--- src/rtl/adc_ctl_regs.svh ---
// register offsets, field positions, reset values and timing counts of the converter control
`ifndef ADC_CTL_REGS_SVH
`define ADC_CTL_REGS_SVH
`define OFS_STATUS     8'h00
`define OFS_MODE       8'h04
`define OFS_CONFIG     8'h08
`define OFS_IRQ_MASK   8'h0c
`define OFS_CUR_RES    8'h10
`define OFS_VOLT_RES   8'h14
`define OFS_TEMP_RES   8'h18
`define OFS_FILTER     8'h1c
`define OFS_THRESHOLD  8'h20
`define OFS_TCOUNT     8'h24
`define OFS_ACCUM      8'h28
`define OFS_CTRL       8'h2c
`define CFG_GND_EN     7
`define CFG_OVR_EN     2
`define CFG_CMP_EN     3
`define CFG_ACC_EN     4
`define CFG_CNT_EN     5
`define MDE_GND_RES    6
`define MDE_CUR_EN     0
`define MDE_VT_EN      1
`define MDE_CAL        2
`define MDE_CHOP       3
`define MDE_LOWPWR     4
`define MDE_VSEL       9:8
`define ST_CUR_RDY     0
`define ST_VOLT_RDY    1
`define ST_TEMP_RDY    2
`define ST_OVR         3
`define ST_THR         4
`define ST_CNT         5
`define ST_CAL_DONE    15
`define RST_FILTER     16'h0007
`define RST_ZERO       16'h0000
`define CLK_HZ         100000000
`define OVR_PERIOD_US  125
`define OVR_CYCLES     ((`CLK_HZ / 1000000) * `OVR_PERIOD_US)
`define RATE_BASE_HZ   8000
`define RATE_DIV_BASE  (`CLK_HZ / `RATE_BASE_HZ)
`define SETTLE_NOCHOP  2'd3
`define SETTLE_CHOP    2'd2
`endif

--- src/rtl/adc_ctl_pkg.sv ---
// types shared by the converter control
package adc_ctl_pkg;
  typedef enum logic [1:0] {
    SRC_BATTERY  = 2'b00,
    SRC_EXT_TEMP = 2'b01,
    SRC_CHIP_TMP = 2'b11
  } vt_source_type;
  typedef enum logic [1:0] {
    SET_IDLE   = 2'b00,
    SET_SETTLE = 2'b01,
    SET_VALID  = 2'b11
  } settle_state_type;
  typedef struct packed {
    logic [7:0]  addr;
    logic [31:0] wdata;
    logic        wr;
    logic        rd;
  } reg_req_type;
  typedef struct packed {
    logic        valid;
    logic [15:0] data;
    logic        range_err;
  } conv_result_type;
endpackage

--- src/rtl/settle_gate.sv ---
// counts conversion cycles after a restart and passes only settled results
`timescale 1ns/1ns
`default_nettype none
module settle_gate (
  input  wire logic        core_clk,
  input  wire logic        rst_b,
  input  wire logic        restart,
  input  wire logic [1:0]  need,
  input  wire logic        conv_in,
  output logic             conv_ok
);
  adc_ctl_pkg::settle_state_type state_ff;
  adc_ctl_pkg::settle_state_type nxt_state;
  logic [1:0]                    cnt_ff;
  logic [1:0]                    nxt_cnt;
  wire                           last_cycle = (cnt_ff + 2'd1 >= need);

  // leave idle on the first cycle after reset, then discard conversions until the count is met
  always_comb begin
    nxt_state = state_ff;
    nxt_cnt   = cnt_ff;
    case (state_ff)
      adc_ctl_pkg::SET_IDLE: begin
        nxt_state = adc_ctl_pkg::SET_SETTLE;
        nxt_cnt   = 2'd0;
      end
      adc_ctl_pkg::SET_SETTLE: begin
        if (conv_in) begin
          nxt_cnt = cnt_ff + 2'd1;
          if (last_cycle) begin
            nxt_state = adc_ctl_pkg::SET_VALID;
          end
        end
      end
      adc_ctl_pkg::SET_VALID: begin
        nxt_state = adc_ctl_pkg::SET_VALID;
      end
      default: begin
        nxt_state = adc_ctl_pkg::SET_IDLE;
      end
    endcase
    if (restart) begin
      nxt_state = adc_ctl_pkg::SET_SETTLE;
      nxt_cnt   = 2'd0;
    end
  end

  // the settling conversion itself counts as the first valid one
  assign conv_ok = conv_in && !restart &&
                   ((state_ff == adc_ctl_pkg::SET_VALID) ||
                    (state_ff == adc_ctl_pkg::SET_SETTLE && last_cycle));

  always_ff @(posedge core_clk) begin
    if (!rst_b) begin
      state_ff <= adc_ctl_pkg::SET_IDLE;
      cnt_ff   <= 2'd0;
    end else begin
      state_ff <= nxt_state;
      cnt_ff   <= nxt_cnt;
    end
  end
endmodule
`default_nettype wire

--- src/rtl/adc_ctl.sv ---
// digital control around the current and voltage/temperature converters
//
// Local design decisions: the register offsets and the plain strobed port.
`timescale 1ns/1ns
`default_nettype none
`include "adc_ctl_regs.svh"
module adc_ctl (
  input  wire logic                          core_clk,
  input  wire logic                          rst_b,
  input  wire logic [7:0]                    reg_addr,
  input  wire logic [31:0]                   reg_wdata,
  input  wire logic                          reg_wr,
  input  wire logic                          reg_rd,
  output logic [31:0]                        reg_rdata,
  input  wire logic                          mod_cur_tick,
  input  wire logic [15:0]                   mod_cur_data,
  input  wire logic                          mod_cur_err,
  input  wire logic                          mod_vt_tick,
  input  wire logic [15:0]                   mod_vt_data,
  input  wire logic                          mod_vt_err,
  input  wire logic                          cur_overrange,
  input  wire logic                          cal_done,
  input  wire logic                          core_powered_down,
  output logic                               conv_tick,
  output logic [1:0]                         vt_mux_sel,
  output logic                               atten_buf_en,
  output logic                               ground_switch_pin_o,
  output logic                               ground_switch_pin_oe,
  output logic                               ground_switch_res_sel,
  output logic                               converter_irq
);
  adc_ctl_pkg::reg_req_type     req;
  adc_ctl_pkg::conv_result_type cur_res;
  adc_ctl_pkg::conv_result_type vt_res;
  logic [15:0] converter_status_reg_ff;
  logic [15:0] nxt_status;
  logic [15:0] converter_mode_reg_ff;
  logic [7:0]  converter_config_reg_ff;
  logic [7:0]  converter_irq_mask_reg_ff;
  logic [15:0] current_result_reg_ff;
  logic [15:0] voltage_result_reg_ff;
  logic [15:0] temp_result_reg_ff;
  logic [15:0] filter_rate_reg_ff;
  logic [15:0] current_threshold_reg_ff;
  logic [15:0] threshold_count_limit_reg_ff;
  logic [31:0] accum_ff;
  logic [15:0] conv_count_ff;
  logic [31:0] rate_cnt_ff;
  logic [15:0] ovr_cnt_ff;
  logic [31:0] reg_rdata_ff;
  logic [1:0]  vsel_prev_ff;

  // magnitude of a signed 16-bit result, used by the comparator
  function automatic logic [15:0] mag16(input logic [15:0] v);
    mag16 = v[15] ? (~v + 16'h0001) : v;
  endfunction

  // bus request bundle and address decode
  assign req = '{addr: reg_addr, wdata: reg_wdata, wr: reg_wr, rd: reg_rd};
  wire wr_mode   = req.wr && (req.addr == `OFS_MODE);
  wire wr_config = req.wr && (req.addr == `OFS_CONFIG);
  wire wr_mask   = req.wr && (req.addr == `OFS_IRQ_MASK);
  wire wr_filter = req.wr && (req.addr == `OFS_FILTER);
  wire wr_thr    = req.wr && (req.addr == `OFS_THRESHOLD);
  wire wr_tcnt   = req.wr && (req.addr == `OFS_TCOUNT);
  wire wr_acc    = req.wr && (req.addr == `OFS_ACCUM);
  wire rd_cur    = req.rd && (req.addr == `OFS_CUR_RES);
  wire rd_volt   = req.rd && (req.addr == `OFS_VOLT_RES);
  wire rd_temp   = req.rd && (req.addr == `OFS_TEMP_RES);

  // mode and configuration fields
  wire cur_en    = converter_mode_reg_ff[`MDE_CUR_EN];
  wire vt_en     = converter_mode_reg_ff[`MDE_VT_EN];
  wire chop_on   = converter_mode_reg_ff[`MDE_CHOP];
  wire low_power = converter_mode_reg_ff[`MDE_LOWPWR];
  wire gnd_res   = converter_mode_reg_ff[`MDE_GND_RES];
  wire gnd_en    = converter_config_reg_ff[`CFG_GND_EN];
  wire ovr_en    = converter_config_reg_ff[`CFG_OVR_EN];
  wire cmp_en    = converter_config_reg_ff[`CFG_CMP_EN];
  wire acc_en    = converter_config_reg_ff[`CFG_ACC_EN];
  wire cnt_en    = converter_config_reg_ff[`CFG_CNT_EN];

  // three legal sources; the unused code falls back to the battery
  wire [1:0] vsel_raw = converter_mode_reg_ff[`MDE_VSEL];
  assign vt_mux_sel = (vsel_raw == 2'b10) ? adc_ctl_pkg::SRC_BATTERY : vsel_raw;
  assign atten_buf_en = vt_en && (vt_mux_sel == adc_ctl_pkg::SRC_BATTERY);

  // ground switch: float unless enabled, then direct or via resistor
  assign ground_switch_pin_oe  = gnd_en;
  assign ground_switch_pin_o   = 1'b0;
  assign ground_switch_res_sel = gnd_en && gnd_res;

  // conversion rate: period = base * (filter + 1), four times longer in low power
  wire [31:0] rate_div = (32'(`RATE_DIV_BASE) * (32'(filter_rate_reg_ff[10:0]) + 32'd1))
                         << (low_power ? 2 : 0);
  assign conv_tick = (rate_cnt_ff + 32'd1 >= rate_div);

  always_ff @(posedge core_clk) begin
    if (!rst_b || wr_filter || wr_mode || conv_tick) begin
      rate_cnt_ff <= 32'd0;
    end else begin
      rate_cnt_ff <= rate_cnt_ff + 32'd1;
    end
  end

  // settling gates: restart on enable change, channel switch or mode write
  logic cur_ok;
  logic vt_ok;
  wire vsel_change = (vt_mux_sel != vsel_prev_ff);
  settle_gate u_cur_settle (
    .core_clk (core_clk),
    .rst_b    (rst_b),
    .restart  (wr_mode),
    .need     (chop_on ? `SETTLE_CHOP : `SETTLE_NOCHOP),
    .conv_in  (mod_cur_tick && cur_en),
    .conv_ok  (cur_ok)
  );
  settle_gate u_vt_settle (
    .core_clk (core_clk),
    .rst_b    (rst_b),
    .restart  (wr_mode || vsel_change),
    .need     (chop_on ? `SETTLE_CHOP : `SETTLE_NOCHOP),
    .conv_in  (mod_vt_tick && vt_en),
    .conv_ok  (vt_ok)
  );
  assign cur_res = '{valid: cur_ok, data: mod_cur_data, range_err: mod_cur_err};
  assign vt_res  = '{valid: vt_ok, data: mod_vt_data, range_err: mod_vt_err};

  always_ff @(posedge core_clk) begin
    if (!rst_b) begin
      vsel_prev_ff <= 2'b00;
    end else begin
      vsel_prev_ff <= vt_mux_sel;
    end
  end

  // ready-flag clearing and result write permission
  wire clr_ready = rd_cur || (!cur_en && (rd_volt || rd_temp));
  wire is_temp   = (vt_mux_sel != adc_ctl_pkg::SRC_BATTERY);
  wire cur_wr_ok = core_powered_down || !converter_status_reg_ff[`ST_CUR_RDY];
  wire vt_rdy    = is_temp ? converter_status_reg_ff[`ST_TEMP_RDY]
                           : converter_status_reg_ff[`ST_VOLT_RDY];
  wire vt_wr_ok  = core_powered_down || !vt_rdy;
  wire cur_store = cur_res.valid && cur_wr_ok;
  wire vt_store  = vt_res.valid && vt_wr_ok;

  // result registers
  always_ff @(posedge core_clk) begin
    if (!rst_b) begin
      current_result_reg_ff <= `RST_ZERO;
      voltage_result_reg_ff <= `RST_ZERO;
      temp_result_reg_ff    <= `RST_ZERO;
    end else begin
      if (cur_store) begin
        current_result_reg_ff <= cur_res.data;
      end
      if (vt_store && !is_temp) begin
        voltage_result_reg_ff <= vt_res.data;
      end
      if (vt_store && is_temp) begin
        temp_result_reg_ff <= vt_res.data;
      end
    end
  end

  // accumulator sums sign-extended current results
  always_ff @(posedge core_clk) begin
    if (!rst_b || wr_acc) begin
      accum_ff <= 32'h0000_0000;
    end else if (acc_en && cur_res.valid) begin
      accum_ff <= accum_ff + {{16{cur_res.data[15]}}, cur_res.data};
    end
  end

  // conversion counter and threshold compare
  wire over_thr  = mag16(cur_res.data) > current_threshold_reg_ff;
  wire cnt_hit   = (conv_count_ff + 16'h0001 >= threshold_count_limit_reg_ff);
  wire thr_event = cur_res.valid && cmp_en && over_thr && (!cnt_en || cnt_hit);
  wire cnt_event = cur_res.valid && cnt_en && !cmp_en && cnt_hit;

  always_ff @(posedge core_clk) begin
    if (!rst_b || wr_config || wr_tcnt) begin
      conv_count_ff <= 16'h0000;
    end else if (cur_res.valid && (cnt_en || cmp_en)) begin
      if (cnt_hit || (cmp_en && !over_thr)) begin
        conv_count_ff <= 16'h0000;
      end else if (!cmp_en || over_thr) begin
        conv_count_ff <= conv_count_ff + 16'h0001;
      end
    end
  end

  // overrange sampling every 125 us
  wire ovr_sample = (ovr_cnt_ff == 16'(`OVR_CYCLES - 1));
  always_ff @(posedge core_clk) begin
    if (!rst_b || !ovr_en || ovr_sample) begin
      ovr_cnt_ff <= 16'h0000;
    end else begin
      ovr_cnt_ff <= ovr_cnt_ff + 16'h0001;
    end
  end

  // status flags: hardware sets win over clears
  always_comb begin
    nxt_status = converter_status_reg_ff;
    if (clr_ready) begin
      nxt_status[`ST_CUR_RDY]  = 1'b0;
      nxt_status[`ST_VOLT_RDY] = 1'b0;
      nxt_status[`ST_TEMP_RDY] = 1'b0;
    end
    if (wr_mode) begin
      nxt_status[`ST_CAL_DONE] = 1'b0;
      nxt_status[`ST_THR]      = 1'b0;
      nxt_status[`ST_CNT]      = 1'b0;
    end
    if (!cmp_en) begin
      nxt_status[`ST_THR] = 1'b0;
    end
    if (!ovr_en) begin
      nxt_status[`ST_OVR] = 1'b0;
    end else if (ovr_sample) begin
      nxt_status[`ST_OVR] = cur_overrange;
    end
    if (cur_store) begin
      nxt_status[`ST_CUR_RDY] = 1'b1;
      nxt_status[12]          = cur_res.range_err;
    end
    if (vt_store && !is_temp) begin
      nxt_status[`ST_VOLT_RDY] = 1'b1;
      nxt_status[13]           = vt_res.range_err;
    end
    if (vt_store && is_temp) begin
      nxt_status[`ST_TEMP_RDY] = 1'b1;
      nxt_status[14]           = vt_res.range_err;
    end
    if (thr_event) begin
      nxt_status[`ST_THR] = 1'b1;
    end
    if (cnt_event) begin
      nxt_status[`ST_CNT] = 1'b1;
    end
    if (cal_done) begin
      nxt_status[`ST_CAL_DONE] = 1'b1;
      nxt_status[`ST_VOLT_RDY] = 1'b1;
      nxt_status[`ST_TEMP_RDY] = 1'b1;
    end
    nxt_status[11:6] = 6'h00;
  end

  // control registers
  always_ff @(posedge core_clk) begin
    if (!rst_b) begin
      converter_status_reg_ff      <= `RST_ZERO;
      converter_mode_reg_ff        <= `RST_ZERO;
      converter_config_reg_ff      <= 8'h00;
      converter_irq_mask_reg_ff    <= 8'h00;
      filter_rate_reg_ff           <= `RST_FILTER;
      current_threshold_reg_ff     <= `RST_ZERO;
      threshold_count_limit_reg_ff <= `RST_ZERO;
    end else begin
      converter_status_reg_ff <= nxt_status;
      if (wr_mode) converter_mode_reg_ff <= req.wdata[15:0];
      if (wr_config) converter_config_reg_ff <= req.wdata[7:0];
      if (wr_mask) converter_irq_mask_reg_ff <= req.wdata[7:0];
      if (wr_filter) filter_rate_reg_ff <= req.wdata[15:0];
      if (wr_thr) current_threshold_reg_ff <= req.wdata[15:0];
      if (wr_tcnt) threshold_count_limit_reg_ff <= req.wdata[15:0];
    end
  end

  // interrupt: only the low byte, each bit masked
  assign converter_irq = |(converter_status_reg_ff[7:0] & converter_irq_mask_reg_ff);

  // read data mux, registered; unmapped reads return zero
  logic [31:0] rd_mux;
  always_comb begin
    case (req.addr)
      `OFS_STATUS:    rd_mux = {16'h0000, converter_status_reg_ff};
      `OFS_MODE:      rd_mux = {16'h0000, converter_mode_reg_ff};
      `OFS_CONFIG:    rd_mux = {24'h000000, converter_config_reg_ff};
      `OFS_IRQ_MASK:  rd_mux = {24'h000000, converter_irq_mask_reg_ff};
      `OFS_CUR_RES:   rd_mux = {16'h0000, current_result_reg_ff};
      `OFS_VOLT_RES:  rd_mux = {16'h0000, voltage_result_reg_ff};
      `OFS_TEMP_RES:  rd_mux = {16'h0000, temp_result_reg_ff};
      `OFS_FILTER:    rd_mux = {16'h0000, filter_rate_reg_ff};
      `OFS_THRESHOLD: rd_mux = {16'h0000, current_threshold_reg_ff};
      `OFS_TCOUNT:    rd_mux = {16'h0000, threshold_count_limit_reg_ff};
      `OFS_ACCUM:     rd_mux = accum_ff;
      default:        rd_mux = 32'h0000_0000;
    endcase
  end

  always_ff @(posedge core_clk) begin
    if (!rst_b) begin
      reg_rdata_ff <= 32'h0000_0000;
    end else if (req.rd) begin
      reg_rdata_ff <= rd_mux;
    end else begin
      reg_rdata_ff <= 32'h0000_0000;
    end
  end
  assign reg_rdata = reg_rdata_ff;

  // checks
  property p_irq_mask;
    @(posedge core_clk) disable iff (!rst_b)
      (converter_status_reg_ff[7:0] & converter_irq_mask_reg_ff) == 8'h00 |-> !converter_irq;
  endproperty
  a_irq_mask: assert property (p_irq_mask) else $error("irq without masked source");

  property p_irq_high;
    @(posedge core_clk) disable iff (!rst_b)
      (converter_status_reg_ff[7:0] & converter_irq_mask_reg_ff) != 8'h00 |-> converter_irq;
  endproperty
  a_irq_high: assert property (p_irq_high) else $error("irq missing");

  property p_cur_clear;
    @(posedge core_clk) disable iff (!rst_b)
      rd_cur && !cur_store && !cal_done |=> !converter_status_reg_ff[`ST_CUR_RDY];
  endproperty
  a_cur_clear: assert property (p_cur_clear) else $error("ready not cleared");

  property p_vt_clear;
    @(posedge core_clk) disable iff (!rst_b)
      !cur_en && rd_volt && !vt_store && !cal_done && !cur_store
      |=> converter_status_reg_ff[2:0] == 3'b000;
  endproperty
  a_vt_clear: assert property (p_vt_clear) else $error("flags not cleared");

  property p_hold;
    @(posedge core_clk) disable iff (!rst_b)
      converter_status_reg_ff[`ST_CUR_RDY] && !core_powered_down
      |=> $stable(current_result_reg_ff);
  endproperty
  a_hold: assert property (p_hold) else $error("result overwritten");

  property p_pd_update;
    @(posedge core_clk) disable iff (!rst_b)
      core_powered_down && cur_res.valid |=> current_result_reg_ff == $past(mod_cur_data);
  endproperty
  a_pd_update: assert property (p_pd_update) else $error("no update in power down");

  property p_cal;
    @(posedge core_clk) disable iff (!rst_b)
      cal_done |=> converter_status_reg_ff[`ST_CAL_DONE] && converter_status_reg_ff[`ST_TEMP_RDY];
  endproperty
  a_cal: assert property (p_cal) else $error("calibration flags not set");

  property p_gnd;
    @(posedge core_clk) disable iff (!rst_b)
      !converter_config_reg_ff[`CFG_GND_EN] |-> !ground_switch_pin_oe && !ground_switch_res_sel;
  endproperty
  a_gnd: assert property (p_gnd) else $error("ground switch not floating");
endmodule
`default_nettype wire

--- config.mk ---
export PLATFORM = sky130hd
export DESIGN_NAME = adc_ctl
export DESIGN_NICKNAME = d
export VERILOG_FILES = /design/src/rtl/adc_ctl_pkg.sv /design/src/rtl/settle_gate.sv /design/src/rtl/adc_ctl.sv
export VERILOG_INCLUDE_DIRS = /design/src /design/src/rtl
export SDC_FILE = /design/constraint.sdc
export NUM_CORES = 1
export LEC_CHECK = 0
export BUFFER_PORTS_ARGS = -buffer_cell sky130_fd_sc_hd__buf_2
export CORE_UTILIZATION = 45
export DETAILED_ROUTE_END_ITERATION = 12
export PLACE_DENSITY = 0.63
export SLEW_MARGIN = 20
export SYNTH_ARGS = -nofsm -noshare
export SYNTH_HDL_FRONTEND = slang
export SYNTH_SLANG_ARGS = --single-unit
--- constraint.sdc ---
create_clock -name core_clk -period 15.4 [get_ports core_clk]
set_clock_uncertainty 0.05 [all_clocks]
set_input_delay 0.77 -clock core_clk [delete_from_list [all_inputs] [get_ports core_clk]]
set_output_delay 0.77 -clock core_clk [all_outputs]
set_load 0.01 [all_outputs]
==> impl_metrics.py <==
metrics = {
    "status": {
        "status": "finished, final reports clean",
    },
    "cts": {
        "cts_max_level": 1,
        "path_clk_slew_ns": 0.06,
        "cts.sinks": 276,
        "clock_latency_ns": 0.57,
        "postCtsSetupRepairBufs": 0,
        "cts.path.max_buffers": 3,
        "cts_tree": "built",
        "cts_resized": 0,
        "postCtsHoldBufs": 0,
        "root_buffer": "clkbuf_16",
        "numCtsBuffers": 31,
    },
    "flow_run": {
        "maxCapViolations": 0,
    },
    "global_routing": {
        "track_usage_pct": 24.6,
        "grt_pass1_vias": 14999,
        "grt_max_degree": 80,
        "grt_pass1_wl_microns": 80300,
        "antenna_found_initial": 3,
        "gr-total-overflow": 0,
    },
    "setup_path": {
        "critPathCaptureType": "primary output",
        "worstSetupPathType": "flip-flop to primary output",
        "arrival_ns": 8.30,
        "cp_slowest_cell": "fa_1",
        "critPathMaxStageDelay_ns": 0.55,
        "worstPathMaxFanout": 7,
        "worst-path-buf-inv": 5,
        "reg2reg_from": "filter_rate_reg_ff[2]$_SDFFE_PN1P_",
        "cp-startpoint": "filter_rate_reg_ff[2]$_SDFFE_PN1P_",
        "crit_required_ns": 14.58,
        "cpLargestDelayFamily": "adder cells",
        "crit_path_start_kind": "flip-flop",
    },
    "final_layout": {
        "syn2layout_area_growth_pct": 10.7,
        "fillers": 3718,
        "fin_nets": 2490,
        "final_layout_size_suffix_gt1_share_pct": 9.03,
        "fin_cells": 2746,
        "multiInputGateArea_sq_um": 11200,
        "regArea_sq_um": 5530,
    },
    "pwr": {
        "p_per_area_nw_per_um2": 77.9,
        "p_leak_nw": 8.16,
        "vdd_drop_max_v": 0.0000693,
    },
    "sta": {
        "setup_tns_ns": 0,
        "fin_crit_ns": 9.12,
        "setup_slack_ns": 6.28,
        "rsz0062_at_grt": "false",
        "slew_headroom_pct": 26.6,
        "setup_viol": 0,
        "finalCritPeriodShare_pct": 59.2,
        "whs_ns": 0.400,
        "tightest_slew_ns": 1.10,
        "finalHoldViolations": 0,
        "slew_violations": 0,
        "fmax_mhz": 110,
    },
    "worst_hold_path": {
        "worstHoldStart": "cur_overrange",
        "hold_class": "input pin to flip-flop",
    },
    "placed_design": {
        "place_inst": 2688,
        "gp_congestion": 0.917,
        "dpl.hpwl_microns": 36900,
        "io_buffers": 105,
        "pre_cts_slack_ns": 6.82,
    },
    "floorplanning": {
        "die_h_microns": 200,
        "std_cell_rows": 72,
        "initial_core_util_pct": 45.7,
        "core-area_sq_um": 38600,
        "fp.dieW_microns": 200,
        "die-area_sq_um": 40000,
        "io_pins": 123,
    },
    "drt": {
        "final_antenna_net_count": 0,
        "drt_iter0_drc": 1049,
        "wl_per_cell_microns": 18.1,
        "wirelength_microns": 49600,
        "vias_per_cell": 5.64,
        "drtPass1Iterations": 6,
        "drc_errors": 0,
        "vias": 15498,
    },
    "synth": {
        "synthTopCellsByArea": "dfxtp_1 (31%), ha_1 (12%), nand2_1 (6.7%)",
        "syn_area_per_cell_sq_um": 8.26,
        "synth_edf_count": 0,
        "synth-main-ff-cell": "dfxtp_1",
        "synth_area_sq_um": 17700,
        "yosysUniqueCellTypes": 87,
        "yosys_warnings": 0,
        "synth-async-reset-ratio_pct": 0,
        "synth_top_area_share_pct": 31.3,
        "synth.largest_area_cell": "dfxtp_1",
        "synthesis.instances": 2138,
        "synth_seq_cells": 276,
        "seq_area_frac_synth_pct": 31.3,
    },
}
==> cell type report <==
cell class	instances	area share, %
Multi-Input combinational cell	1636	57.5
Sequential cell	276	28.3
Clock buffer	49	4.67
Tap cell	518	3.32
Timing Repair Buffer	120	3.26
Inverter	138	2.66
Clock inverter	6	0.294
Antenna cell	3	0.0384
==> power by group <==
part	switching [W]	internal, W
combinational	0.0000566	0.0000284
clock	0.000302	0.000419
sequential	0.00000175	0.000716
total	0.000360	0.00116
==> per-layer routing <==
layer | global-route usage (%) | vias up | routed length (microns)
met1 | 33.9 | 7385 | 23000
li1 | - | 7636 | -
met2 | 40.7 | 407 | 22800
met4 | 5.88 | 0 | 998
met3 | 2.85 | 70 | 2880
met5 | 0 | - | 0
==> flip-flops by register name (all words and copies together) (netlist names), 8 cells and up <==
name	flops
accum_ff	32
conv_count_ff	16
converter_config_reg_ff	8
converter_irq_mask_reg_ff	8
converter_mode_reg_ff	16
converter_status_reg_ff	10
current_result_reg_ff	16
current_threshold_reg_ff	16
filter_rate_reg_ff	16
ovr_cnt_ff	16
rate_cnt_ff	32
reg_rdata	32
temp_result_reg_ff	16
threshold_count_limit_reg_ff	16
voltage_result_reg_ff	16
==> synth_stat cells, drive strengths merged, types with 15 or more instances <==
cell type  count
buf           29
dfxtp        276
nor3          26
clkbuf        63
nand3         79
a22o          15
and2          30
mux2i         66
ha           175
and3          24
nor2         162
nand2        317
a21oi        187
xor2          42
o21ai         57
o211ai        16
inv          137
o2111ai       15
nor2b         30
a21o          39
nand4         20
xnor2         73
a22oi         38
a31oi         21
fa            29
==> layout by cell type, fill, tap and decap left out, types with 29 or more instances in the layout <==
| master | Yosys | layout |
|---|---|---|
| nor2_1 | 160 | 160 |
| and2_1 | 29 | 29 |
| fa_1 | 29 | 29 |
| inv_1 | 135 | 135 |
| a21oi_1 | 186 | 186 |
| nand2_1 | 315 | 315 |
| a22oi_1 | 38 | 38 |
| mux2i_1 | 66 | 66 |
| ha_1 | 175 | 175 |
| xor2_1 | 42 | 42 |
| buf_2 | 14 | 105 |
| a21o_1 | 39 | 39 |
| o21ai_0 | 54 | 54 |
| xnor2_1 | 73 | 73 |
| dfxtp_1 | 276 | 276 |
| nand3_1 | 78 | 78 |
| clkbuf_16 | 0 | 31 |
==> kinds of logic (layout without fill, tap and decap cells) <==
group                      count (synthesis)  after routing  synth area share, %
AOI/OAI and AO/OA                        486            486                 18.0
xor gates and xnor gates                 115            115                 5.70
adders and majority gates                204            204                 15.7
buffers and inverters                    230            313                 5.24
DFF                                      276            276                 31.3
muxes                                     68             68                 3.87
other                                      1              8               0.0212
and+or+nand+nor                          758            758                 20.1
==> worst min-delay path, delay by kind of cell <==
family                 cells  cell delay (ns)
buffers and inverters      1             0.08
muxes                      1             0.06
and+or+nand+nor            1             0.07
==> final timing paths <==
check / slack [ns] / cells after the start / to
min: 0.40 / 3 / converter_status_reg_ff[3]$_SDFFE_PN0P_
max: 6.28 / 30 / conv_tick
max reg2reg: 7.14 / 31 / rate_cnt_ff[5]$_SDFF_PP0_
min reg2reg: 0.41 / 2 / threshold_count_limit_reg_ff[1]$_SDFFE_PN0P_
==> per-stage QoR <==
stage	util, %	total power [W]	cell area, sq um
2_1_floorplan	-	0.000784	17700
3_3_place_gp	48.0	0.000815	18600
3_5_place_dp	48.1	0.000816	18600
4_1_cts	50.6	0.00153	19500
5_1_grt	50.6	0.00157	19500
6_report	50.6	0.00152	19600
(Power assumes the default switching activity.)
